--- src/print_readout_pkg.sv ---
// Purpose: Shared constants and types for the dual counter print readout
// Assumes: 50 MHz core clock
// Notes:   Character word is {last, lamp index, digit}
package print_readout_pkg;
  localparam int unsigned CLK_HZ      = 50_000_000;
  localparam int unsigned HOLD_MIN_MS = 1000;
  localparam int unsigned HOLD_CYCLES = CLK_HZ / 1000 * HOLD_MIN_MS;
  localparam int          HOLD_W      = 27;

  localparam int A_DIGITS      = 7;
  localparam int A_TRIM_DIGITS = 6;
  localparam int B_DIGITS      = 6;
  localparam int LAMPS         = A_DIGITS + B_DIGITS;
  localparam int DIGIT_W       = 4;

  localparam logic [3:0] BCD_ZERO    = 4'h0;
  localparam logic [3:0] BCD_NINE    = 4'h9;
  localparam logic [3:0] SPACE_CHAR  = 4'hF;
  localparam logic [3:0] NO_LAMP     = 4'hF;
  localparam logic [3:0] B_LAMP_BASE = 4'h7;

  localparam logic [2:0] A_TOP_DIGIT    = 3'h6;
  localparam logic [2:0] A_TRIM_TOP     = 3'h5;
  localparam logic [2:0] B_TOP_DIGIT    = 3'h5;
  localparam logic [2:0] LOW_DIGIT      = 3'h0;

  localparam int CHAR_W     = 9;
  localparam int CH_LAST    = 8;
  localparam int CH_LAMP_LO = 4;
  localparam int FIFO_DEPTH = 8;

  localparam logic [1:0] SEL_NONE = 2'h0;
  localparam logic [1:0] SEL_A    = 2'h1;
  localparam logic [1:0] SEL_B    = 2'h2;
  localparam logic [1:0] SEL_BOTH = 2'h3;

  localparam logic [1:0] RATIO_OFF    = 2'h0;
  localparam logic [1:0] RATIO_BASE_A = 2'h1;
  localparam logic [1:0] RATIO_BASE_B = 2'h2;

  localparam int SY_CNT_A    = 0;
  localparam int SY_CNT_B    = 1;
  localparam int SY_GATE_B   = 2;
  localparam int SY_PRINT    = 3;
  localparam int SY_START    = 4;
  localparam int SY_ADVANCE  = 5;
  localparam int SY_CTRL_OFF = 6;
  localparam int SY_CTRL_REC = 7;
  localparam int SYNC_W      = 8;

  typedef enum logic [2:0] {PH_COUNT, PH_HOLD, PH_SEND, PH_DRAIN, PH_DONE} phase_t;
endpackage

--- src/char_fifo_if.sv ---
// Purpose: Valid/ready carrier between the sequencer and its character FIFO
// Assumes: Single clock domain
// Notes:   fifo_side is the FIFO itself; the sequencer fills it
`timescale 1ns/1ps
`default_nettype none
interface char_fifo_if #(parameter int W = 9);
  logic         push_valid;
  logic         push_ready;
  logic [W-1:0] push_data;
  logic         pop_valid;
  logic         pop_ready;
  logic [W-1:0] pop_data;
  modport fifo_side (input push_valid, push_data, pop_ready,
                     output push_ready, pop_valid, pop_data);
  modport user_side (output push_valid, push_data, pop_ready,
                     input push_ready, pop_valid, pop_data);
endinterface
`default_nettype wire

--- src/print_readout.sv ---
// Purpose: Dual decade counter with frozen serial-by-character printout
// Assumes: Switch, preset and build-option inputs are static while in use
// Notes:   Loop pins and count pulses are synchronised before use
`timescale 1ns/1ps
`default_nettype none
// Notes on behaviour
// Selector picks A, B or both
// Both: A digits, one space, B digits
// Counts sent one character at a time
// Each character is 1-2-4-8 BCD
// Controller paces characters, never self-advancing
// Most significant decade first, down to least
// Start comes from controller or previous module
// Done after last digit; start on upstream done
// Controller raises print request from several sources
// Counters frozen at least hold time before printing
// Lamps blank, each lights as printed
// Last module's done completes the printout
// After print: stay frozen or clear and resume
// A holds seven digits, B six
// Build option trims A to six digits
// Local mode ignored unless controller mode off
// Whole unit is one loop module
// Cascade B overflow into A: thirteen digits
// Cascade counting gated by channel B gate
// Ratio: base preset reached halts both channels
// Advance pulses step the digit sequencer
// Data held stable between advance pulses
module print_readout
  import print_readout_pkg::*;
#(
  parameter int unsigned HOLD_TICKS = HOLD_CYCLES
) (
  input  wire logic                core_clk_i,
  input  wire logic                rst_i,
  input  wire logic                count_a_i,
  input  wire logic                count_b_i,
  input  wire logic                gate_b_i,
  input  wire logic                count_enable_i,
  input  wire logic                clear_i,
  input  wire logic                cascade_i,
  input  wire logic [1:0]          ratio_base_i,
  input  wire logic [27:0]         preset_level_i,
  input  wire logic [1:0]          print_select_i,
  input  wire logic                six_digit_a_i,
  input  wire logic                local_recycle_i,
  input  wire logic                ctrl_mode_off_i,
  input  wire logic                ctrl_recycle_i,
  input  wire logic                print_cmd_i,
  input  wire logic                start_transfer_i,
  input  wire logic                advance_i,
  output logic [DIGIT_W-1:0]       data_o,
  output logic                     module_done_o,
  output logic [A_DIGITS-1:0]      lamp_a_o,
  output logic [B_DIGITS-1:0]      lamp_b_o,
  output logic                     counting_o,
  output logic                     overflow_o
);
  typedef struct packed {
    logic [SYNC_W-1:0]                s1;
    logic [SYNC_W-1:0]                s2;
    logic [SYNC_W-1:0]                s3;
    logic [A_DIGITS-1:0][DIGIT_W-1:0] cnt_a;
    logic [B_DIGITS-1:0][DIGIT_W-1:0] cnt_b;
    logic                             ovf;
    logic                             preset_stop;
    phase_t                           phase;
    logic [HOLD_W-1:0]                hold_cnt;
    logic                             start_seen;
    logic                             chan_b;
    logic                             space;
    logic [2:0]                       dig;
    logic [DIGIT_W-1:0]               data;
    logic                             loaded;
    logic                             cur_last;
    logic [LAMPS-1:0]                 lamp;
    logic                             done;
    logic                             counting;
  } state_t;

  state_t        st;
  state_t        next_st;
  char_fifo_if #(.W(CHAR_W)) chars ();

  logic [SYNC_W-1:0] rise;
  logic              send_a;
  logic              send_b;
  logic              recycle;
  logic              push_ok;
  logic              pop_ok;
  logic              is_last;
  logic [3:0]        cur_digit;
  logic [3:0]        cur_lamp;
  logic [CHAR_W-1:0] pop_word;

  // Edges only from the second stage onward
  assign rise = st.s2 & ~st.s3;

  assign send_a  = print_select_i[0];
  assign send_b  = print_select_i[1];
  // Controller's mode wins unless it is off
  assign recycle = st.s2[SY_CTRL_OFF] ? local_recycle_i : st.s2[SY_CTRL_REC];

  // Current character from the frozen counts
  always_comb begin
    cur_digit = st.chan_b ? st.cnt_b[st.dig] : st.cnt_a[st.dig];
    cur_lamp  = st.chan_b ? (B_LAMP_BASE + {1'b0, st.dig}) : {1'b0, st.dig};
    if (st.space) begin
      cur_digit = SPACE_CHAR;
      cur_lamp  = NO_LAMP;
    end
    is_last = ~st.space && (st.dig == LOW_DIGIT) && (st.chan_b || !send_b);
  end

  assign chars.push_valid = (st.phase == PH_SEND);
  assign chars.push_data  = {is_last, cur_lamp, cur_digit};
  // Only an advance pulse moves past a loaded character
  assign chars.pop_ready  = ((st.phase == PH_SEND) || (st.phase == PH_DRAIN))
                            && (!st.loaded || rise[SY_ADVANCE]);
  assign push_ok  = chars.push_valid & chars.push_ready;
  assign pop_ok   = chars.pop_ready & chars.pop_valid;
  assign pop_word = chars.pop_data;

  always_comb begin
    logic carry_b;
    logic carry_a;
    logic inc_a;
    logic inc_b;
    logic last_taken;
    carry_b    = 1'b0;
    carry_a    = 1'b0;
    inc_a      = 1'b0;
    inc_b      = 1'b0;
    last_taken = 1'b0;
    next_st    = st;

    // Only the second stage reads the first
    next_st.s1 = {ctrl_recycle_i, ctrl_mode_off_i, advance_i,
                  start_transfer_i, print_cmd_i, gate_b_i, count_b_i, count_a_i};
    next_st.s2 = st.s1;
    next_st.s3 = st.s2;

    // Counting stops outside the counting phase
    next_st.counting = (st.phase == PH_COUNT) && !st.preset_stop && count_enable_i;

    // Channel B always obeys its gate, in cascade it gates the whole pair
    inc_b   = st.counting && rise[SY_CNT_B] && st.s2[SY_GATE_B];
    carry_b = inc_b;
    for (int i = 0; i < B_DIGITS; i++) begin
      if (carry_b) begin
        if (st.cnt_b[i] == BCD_NINE) begin
          next_st.cnt_b[i] = BCD_ZERO;
        end else begin
          next_st.cnt_b[i] = st.cnt_b[i] + 1'b1;
          carry_b          = 1'b0;
        end
      end
    end
    // Cascade feeds B overflow into A for thirteen decades
    inc_a   = cascade_i ? carry_b : (st.counting && rise[SY_CNT_A]);
    carry_a = inc_a;
    for (int i = 0; i < A_DIGITS; i++) begin
      if (carry_a) begin
        if (st.cnt_a[i] == BCD_NINE) begin
          next_st.cnt_a[i] = BCD_ZERO;
        end else begin
          next_st.cnt_a[i] = st.cnt_a[i] + 1'b1;
          carry_a          = 1'b0;
        end
      end
    end
    if (carry_a) begin
      next_st.ovf = 1'b1;
    end

    // Base channel reaching its preset halts both
    if (st.counting) begin
      if ((ratio_base_i == RATIO_BASE_A) && (st.cnt_a == preset_level_i)) begin
        next_st.preset_stop = 1'b1;
      end
      if ((ratio_base_i == RATIO_BASE_B) && (st.cnt_b == preset_level_i[23:0])) begin
        next_st.preset_stop = 1'b1;
      end
    end

    // Output register changes only on a pop, so data stays put in between
    if (pop_ok) begin
      next_st.data     = pop_word[DIGIT_W-1:0];
      next_st.loaded   = 1'b1;
      next_st.cur_last = pop_word[CH_LAST];
      if (pop_word[CH_LAST-1:CH_LAMP_LO] != NO_LAMP) begin
        next_st.lamp[pop_word[CH_LAST-1:CH_LAMP_LO]] = 1'b1;
      end
    end else if (rise[SY_ADVANCE] && st.loaded && st.cur_last) begin
      last_taken     = 1'b1;
      next_st.loaded = 1'b0;
      next_st.done   = 1'b1;
    end

    unique case (st.phase)
      PH_COUNT: begin
        if (rise[SY_PRINT]) begin
          next_st.phase      = PH_HOLD;
          next_st.hold_cnt   = '0;
          next_st.start_seen = 1'b0;
          next_st.done       = 1'b0;
        end
      end
      PH_HOLD: begin
        // Upstream done may arrive early; keep it until the hold ends
        if (rise[SY_START]) begin
          next_st.start_seen = 1'b1;
        end
        if (st.hold_cnt != HOLD_W'(HOLD_TICKS - 1)) begin
          next_st.hold_cnt = st.hold_cnt + 1'b1;
        end else if (st.start_seen) begin
          next_st.lamp   = '0;
          next_st.loaded = 1'b0;
          next_st.space  = 1'b0;
          if (print_select_i == SEL_NONE) begin
            next_st.phase = PH_DONE;
            next_st.done  = 1'b1;
          end else begin
            next_st.phase  = PH_SEND;
            next_st.chan_b = !send_a;
            // Trimmed A starts one decade lower
            next_st.dig    = !send_a ? B_TOP_DIGIT :
                             (six_digit_a_i ? A_TRIM_TOP : A_TOP_DIGIT);
          end
        end
      end
      PH_SEND: begin
        if (push_ok) begin
          if (is_last) begin
            next_st.phase = PH_DRAIN;
          end else if (st.space) begin
            next_st.space  = 1'b0;
            next_st.chan_b = 1'b1;
            next_st.dig    = B_TOP_DIGIT;
          end else if (st.dig == LOW_DIGIT) begin
            next_st.space = 1'b1;
          end else begin
            next_st.dig = st.dig - 1'b1;
          end
        end
      end
      PH_DRAIN: begin
        // One loop module: one start in, one done out
        if (last_taken) begin
          next_st.phase = PH_DONE;
        end
      end
      PH_DONE: begin
        if (recycle) begin
          next_st.phase       = PH_COUNT;
          next_st.cnt_a       = '0;
          next_st.cnt_b       = '0;
          next_st.ovf         = 1'b0;
          next_st.preset_stop = 1'b0;
          next_st.lamp        = '1;
        end else if (rise[SY_PRINT]) begin
          next_st.phase      = PH_HOLD;
          next_st.hold_cnt   = '0;
          next_st.start_seen = 1'b0;
          next_st.done       = 1'b0;
        end
      end
    endcase

    // System clear ends a frozen result but never cuts a printout short
    if (clear_i && ((st.phase == PH_COUNT) || (st.phase == PH_DONE))) begin
      next_st.phase       = PH_COUNT;
      next_st.cnt_a       = '0;
      next_st.cnt_b       = '0;
      next_st.ovf         = 1'b0;
      next_st.preset_stop = 1'b0;
      next_st.lamp        = '1;
      next_st.done        = 1'b0;
    end
  end

  always_ff @(posedge core_clk_i) begin
    if (rst_i) begin
      st       <= '0;
      st.phase <= PH_COUNT;
      st.lamp  <= '1;
    end else begin
      st <= next_st;
    end
  end

  char_fifo #(
    .WIDTH (CHAR_W),
    .DEPTH (FIFO_DEPTH)
  ) u_fifo (
    .core_clk_i (core_clk_i),
    .rst_i      (rst_i),
    .port_i     (chars.fifo_side)
  );

  assign data_o        = st.data;
  assign module_done_o = st.done;
  assign lamp_a_o      = st.lamp[A_DIGITS-1:0];
  assign lamp_b_o      = st.lamp[LAMPS-1:A_DIGITS];
  assign counting_o    = st.counting;
  assign overflow_o    = st.ovf;
endmodule
`default_nettype wire

--- src/char_fifo.sv ---
// Purpose: Small synchronous FIFO for outgoing characters
// Assumes: DEPTH is a power of two
// Notes:   Full and empty come from an occupancy count
`timescale 1ns/1ps
`default_nettype none
module char_fifo #(
  parameter int WIDTH = 9,
  parameter int DEPTH = 8
) (
  input  wire logic      core_clk_i,
  input  wire logic      rst_i,
  char_fifo_if.fifo_side port_i
);
  localparam int AW = $clog2(DEPTH);

  typedef struct packed {
    logic [DEPTH-1:0][WIDTH-1:0] mem;
    logic [AW-1:0]               wr;
    logic [AW-1:0]               rd;
    logic [AW:0]                 used;
  } fifo_state_t;

  fifo_state_t st;
  fifo_state_t next_st;
  logic        do_push;
  logic        do_pop;

  assign port_i.push_ready = (st.used != (AW+1)'(DEPTH));
  assign port_i.pop_valid  = (st.used != '0);
  assign port_i.pop_data   = st.mem[st.rd];
  assign do_push = port_i.push_valid & port_i.push_ready;
  assign do_pop  = port_i.pop_ready & port_i.pop_valid;

  always_comb begin
    next_st = st;
    if (do_push) begin
      next_st.mem[st.wr] = port_i.push_data;
      next_st.wr         = st.wr + 1'b1;
    end
    if (do_pop) begin
      next_st.rd = st.rd + 1'b1;
    end
    unique case ({do_push, do_pop})
      2'b10:   next_st.used = st.used + 1'b1;
      2'b01:   next_st.used = st.used - 1'b1;
      default: next_st.used = st.used;
    endcase
  end

  always_ff @(posedge core_clk_i) begin
    if (rst_i) begin
      st <= '0;
    end else begin
      st <= next_st;
    end
  end
endmodule
`default_nettype wire

--- config.mk ---
export PLATFORM = sky130hd
export DESIGN_NAME = print_readout
export DESIGN_NICKNAME = d
export VERILOG_FILES = /design/src/print_readout_pkg.sv /design/src/char_fifo_if.sv /design/src/print_readout.sv /design/src/char_fifo.sv
export SDC_FILE = /design/constraint.sdc
export NUM_CORES = 1
export LEC_CHECK = 0
export ABC_AREA = 1
export CAP_MARGIN = 15
export CORE_ASPECT_RATIO = 1.25
export CORE_MARGIN = 10
export CORE_UTILIZATION = 35
export CTS_BUF_LIST = sky130_fd_sc_hd__clkbuf_4
export CTS_CLUSTER_DIAMETER = 30
export DETAILED_ROUTE_END_ITERATION = 8
export DONT_BUFFER_PORTS = 1
export GPL_ROUTABILITY_DRIVEN = 0
export GPL_TIMING_DRIVEN = 0
export PLACE_DENSITY = 0.54
export SLEW_MARGIN = 20
export SYNTH_ARGS = -nofsm -noshare
export SYNTH_HDL_FRONTEND = slang
export SYNTH_SLANG_ARGS = --single-unit
--- constraint.sdc ---
create_clock -name core_clk_i -period 4.75 [get_ports core_clk_i]
set_input_delay 0.2375 -clock core_clk_i [delete_from_list [all_inputs] [get_ports core_clk_i]]
set_output_delay 0.2375 -clock core_clk_i [all_outputs]
set_load 0.01 [all_outputs]
==> out/qor.csv <==
stage;metric;value;unit
status;status;finished, final reports clean;
power_and_ir_drop;Power, Total;0.00479;W
clock_network;clock-pin slew on the worst setup and hold paths;0.07;ns
floorplanning;DIE HEIGHT;220;um
synth;mapped cell area;11200;um^2
cells_and_area;post-layout util;39.9;%
placement;Inst Count DP;2031;
cells_and_area;fin cells;2159;
power_and_ir_drop;maximum VDD drop;0.284;mV
placement;post-placement cell area;11700;um^2
placement;Port Buffer Count;0;
cells_and_area;Layout Nets;1757;
clock_network;clk_lat worst skew;0.76;ns
routing;DRC;0;
clock_network;CTS tree;done;
synth;post-synth cell types;59;
critical_path;Reg2Reg Launch Point;u_fifo.st[0];
synth;Ys Warns;0;
clock_network;root buf cell;clkbuf_4;
floorplanning;Site Rows;73;
power_and_ir_drop;pwr dens;379;nW/um^2
critical_path;CP required;5.39;ns
synth;sequential fraction of the synthesis area;38.3;%
global_route;vias in the first global route;10800;
clock_network;Clock Sinks;214;
clock_network;Post-CTS Resized;0;
routing;first-iteration detailed-routing DRC count;780;
global_route;met2 GRT Util;31.3;%
global_route;routing usage on met3;5.23;%
routing;DRT antenna net count;0;
clock_network;setup bufs post-CTS;0;
power_and_ir_drop;Clk pwr share;34.4;%
timing;final hold vios;0;
critical_path;FF-to-FF setup slack;1.76;ns
flow_run;max-capacitance violation count;0;
global_route;GR Overflow Total;0;
critical_path;R2R depth;14;
critical_path;critical path arrival;3.63;ns
routing;total number of vias;11200;
routing;final WL;36300;um
placement;detailed-placement wirelength estimate;27200;um
timing;Worst-Margin Slew;1.03;ns
clock_network;CTS Hold Buffers Added;19;
timing;post-route setup TNS;0;ns
power_and_ir_drop;switching pwr;0.00181;W
synth;number of synthesized flops with an enable pin;0;
routing;post-DR wirelength/cell;16.8;um
critical_path;Worst setup SP type;flop;
power_and_ir_drop;power share of the sequential group;40.3;%
floorplanning;die width;180;um
global_route;initial antenna violation count;3;
synth;syn nets;1675;
critical_path;CP endpoint kind;flop;
power_and_ir_drop;internal power;0.00298;W
synth;Synth Flop Type;dfxtp_1;
hold_path;Cells on Worst Hold Path;4;
timing;period utilisation layout;63.0;%
cells_and_area;share of cells above drive strength 1;10.4;%
synth;Avg Synthesized Cell Area;6.92;um^2
floorplanning;Top Ports;67;
routing;router iterations before antenna repair;6;
cells_and_area;fillers;3392;
floorplanning;starting density of the core;35.3;%
global_route;first-pass GRT wire length;57600;um
power_and_ir_drop;Leakage;5.06;nW
timing;Tmin final;2.99;ns
critical_path;critical setup path kind;flop to flop;
timing;Rel. slew slack;31.5;%
floorplanning;DIE AREA;39600;um^2
floorplanning;total core area;31700;um^2
power_and_ir_drop;logic gate share of total power;25.3;%
clock_network;clock buffer count from CTS;61;
timing;Achievable Freq;334;MHz
timing;max-slew violations;0;
hold_path;WHS Endpoint;u_fifo.st[33];
global_route;met1 GRT Util;19.5;%
critical_path;CP max FO;8;
clock_network;CTS max path bufs;3;
clock_network;# H-tree levels;2;
synth;Mapped Cells;1619;
global_route;GRT Total Usage;17.9;%
hold_path;Hold Crit Start;rst_i;
global_route;largest net degree at the start of global routing;17;
timing;RSZ-0062 raised after global routing;false;
cells_and_area;Synth-to-Final Area Change;12.8;%
hold_path;Hold Crit Class;input pin to flop;
routing;Via density;5.18;
power_and_ir_drop;Sw Ratio;37.9;%
synth;Yosys reg bits;214;
critical_path;Crit Reg-Reg Endpoint;u_fifo.st[3];
cells_and_area;Design Area, Final;12600;um^2
timing;Final setup viols;0;
timing;Worst Skew;0.0561;ns
global_route;Most Crowded Layer GR;met2;
synth;asr flop ratio synth;0;%
## per-layer routing
metal | vias up | routed length, um | share of wire, %
met3 | 115 | 2680 | 7.4
met4 | 4 | 1650 | 4.5
met1 | 5120 | 14700 | 40
li1 | 5583 | - | -
met5 | - | 25 | 0.069
met2 | 366 | 17300 | 48
## sequential cells by signal, summed over array words and instances (netlist names)
name           count
next_st           16
lamp_a_o           7
module_done_o      1
u_fifo.st         82
data_o             4
st                96
overflow_o         1
lamp_b_o           6
counting_o         1
## critical path: stages (launching register included)
cell and delay, ns:
dfxtp_1 0.34, nor2_1 0.16, nand3_1 0.15, nand3_1 0.33, clkinv_1 0.44, ha_1 0.38, ha_1 0.33, nand2_1 0.08
nor2_1 0.04, a211oi_1 0.23, nor2_1 0.07, nor2_1 0.08, nand2_1 0.07, o21ai_0 0.15, a21oi_1 0.05
## layout make-up
type / count / area (um^2) / share of cell area, %
inverters: 271 / 1020 / 8.05
multi-input cells: 1062 / 5520 / 43.7
flip-flops and latches: 214 / 4280 / 33.9
well taps: 412 / 515 / 4.08
clock buffers: 76 / 571 / 4.52
diodes: 1 / 2.50 / 0.0198
plain buffers: 72 / 375 / 2.97
repair buffers: 19 / 190 / 1.51
clock inverters: 32 / 159 / 1.26
## per-stage QoR
stage	hold slack, ns	setup slack [ns]
after CTS	0.000234	1.70
after global routing	0.0480	1.42
final	0.0606	1.76
after global placement	0.346	1.74
after detailed placement	0.348	1.69
after floorplan	0.344	2.47
## power by group through the flow
stage	combinational [W]	sequential (W)	clock [W]
after floorplan	0.000802	0.00195	0
after global placement	0.00118	0.00197	0
after detailed placement	0.00118	0.00197	0
after CTS	0.00120	0.00193	0.00171
after global routing	0.00135	0.00194	0.00180
final	0.00121	0.00193	0.00165
## logic make-up after synthesis
group | synth area share [%]
AOI/OAI and AO/OA | 23.1
xor gates and xnor gates | 1.96
adders and majority gates | 1.07
buffers and inverters | 12.4
DFF | 38.3
muxes | 0.0894
and+or+nand+nor | 23.1
## how the worst max path moves through the flow
stage | endpoint | slack (ns) | start
finish | u_fifo.st[3] | 1.76 | u_fifo.st[0]
global route | u_fifo.st[3] | 1.42 | u_fifo.st[0]
CTS | u_fifo.st[3] | 1.70 | u_fifo.st[0]
detailed placement | u_fifo.st[3] | 1.69 | u_fifo.st[0]
global placement | u_fifo.st[3] | 1.74 | u_fifo.st[0]
floorplan | u_fifo.st[3] | 2.47 | st[56]
## Yosys cell counts (3+ instances only)
cell type | number | area share [%]
ha_1 | 8 | 0.89
nor3b_1 | 3 | 0.20
inv_1 | 252 | 8.4
nor3_1 | 48 | 2.1
xnor2_1 | 5 | 0.39
o21bai_1 | 10 | 0.67
xor2_1 | 20 | 1.6
o21a_1 | 6 | 0.40
o211ai_1 | 13 | 0.87
nand2_1 | 195 | 6.5
a21oi_1 | 166 | 7.4
nor3_2 | 3 | 0.27
o21ai_0 | 180 | 8.0
o2111ai_1 | 9 | 0.70
nand4_1 | 26 | 1.5
nor2_1 | 169 | 5.7
buf_2 | 17 | 0.76
a221oi_1 | 3 | 0.23
a31oi_1 | 12 | 0.67
clkbuf_1 | 29 | 0.97
nor4_1 | 11 | 0.61
o221ai_1 | 7 | 0.55
nand3_1 | 64 | 2.9
a211oi_1 | 7 | 0.47
o21ai_1 | 21 | 0.94
buf_4 | 20 | 1.3
o22ai_1 | 21 | 1.2
buf_1 | 4 | 0.13
nor2_4 | 8 | 0.80
a22oi_1 | 3 | 0.20
nor2_2 | 10 | 0.56
nand3b_1 | 3 | 0.20
nand2_2 | 4 | 0.22
and3_1 | 3 | 0.17
inv_2 | 17 | 0.57
dfxtp_1 | 214 | 38
## cells in the final DEF, fill, tap and decap left out, drive strengths merged, types with 30 or more instances in the layout
cell,instances
inv,271
nand3,66
buf,42
nor3,51
o21ai,202
nand2,201
nor2,188
dfxtp,214
clkinv,30
clkbuf,106
a21oi,167
No activity file was read; power rests on OpenSTA's default activity.
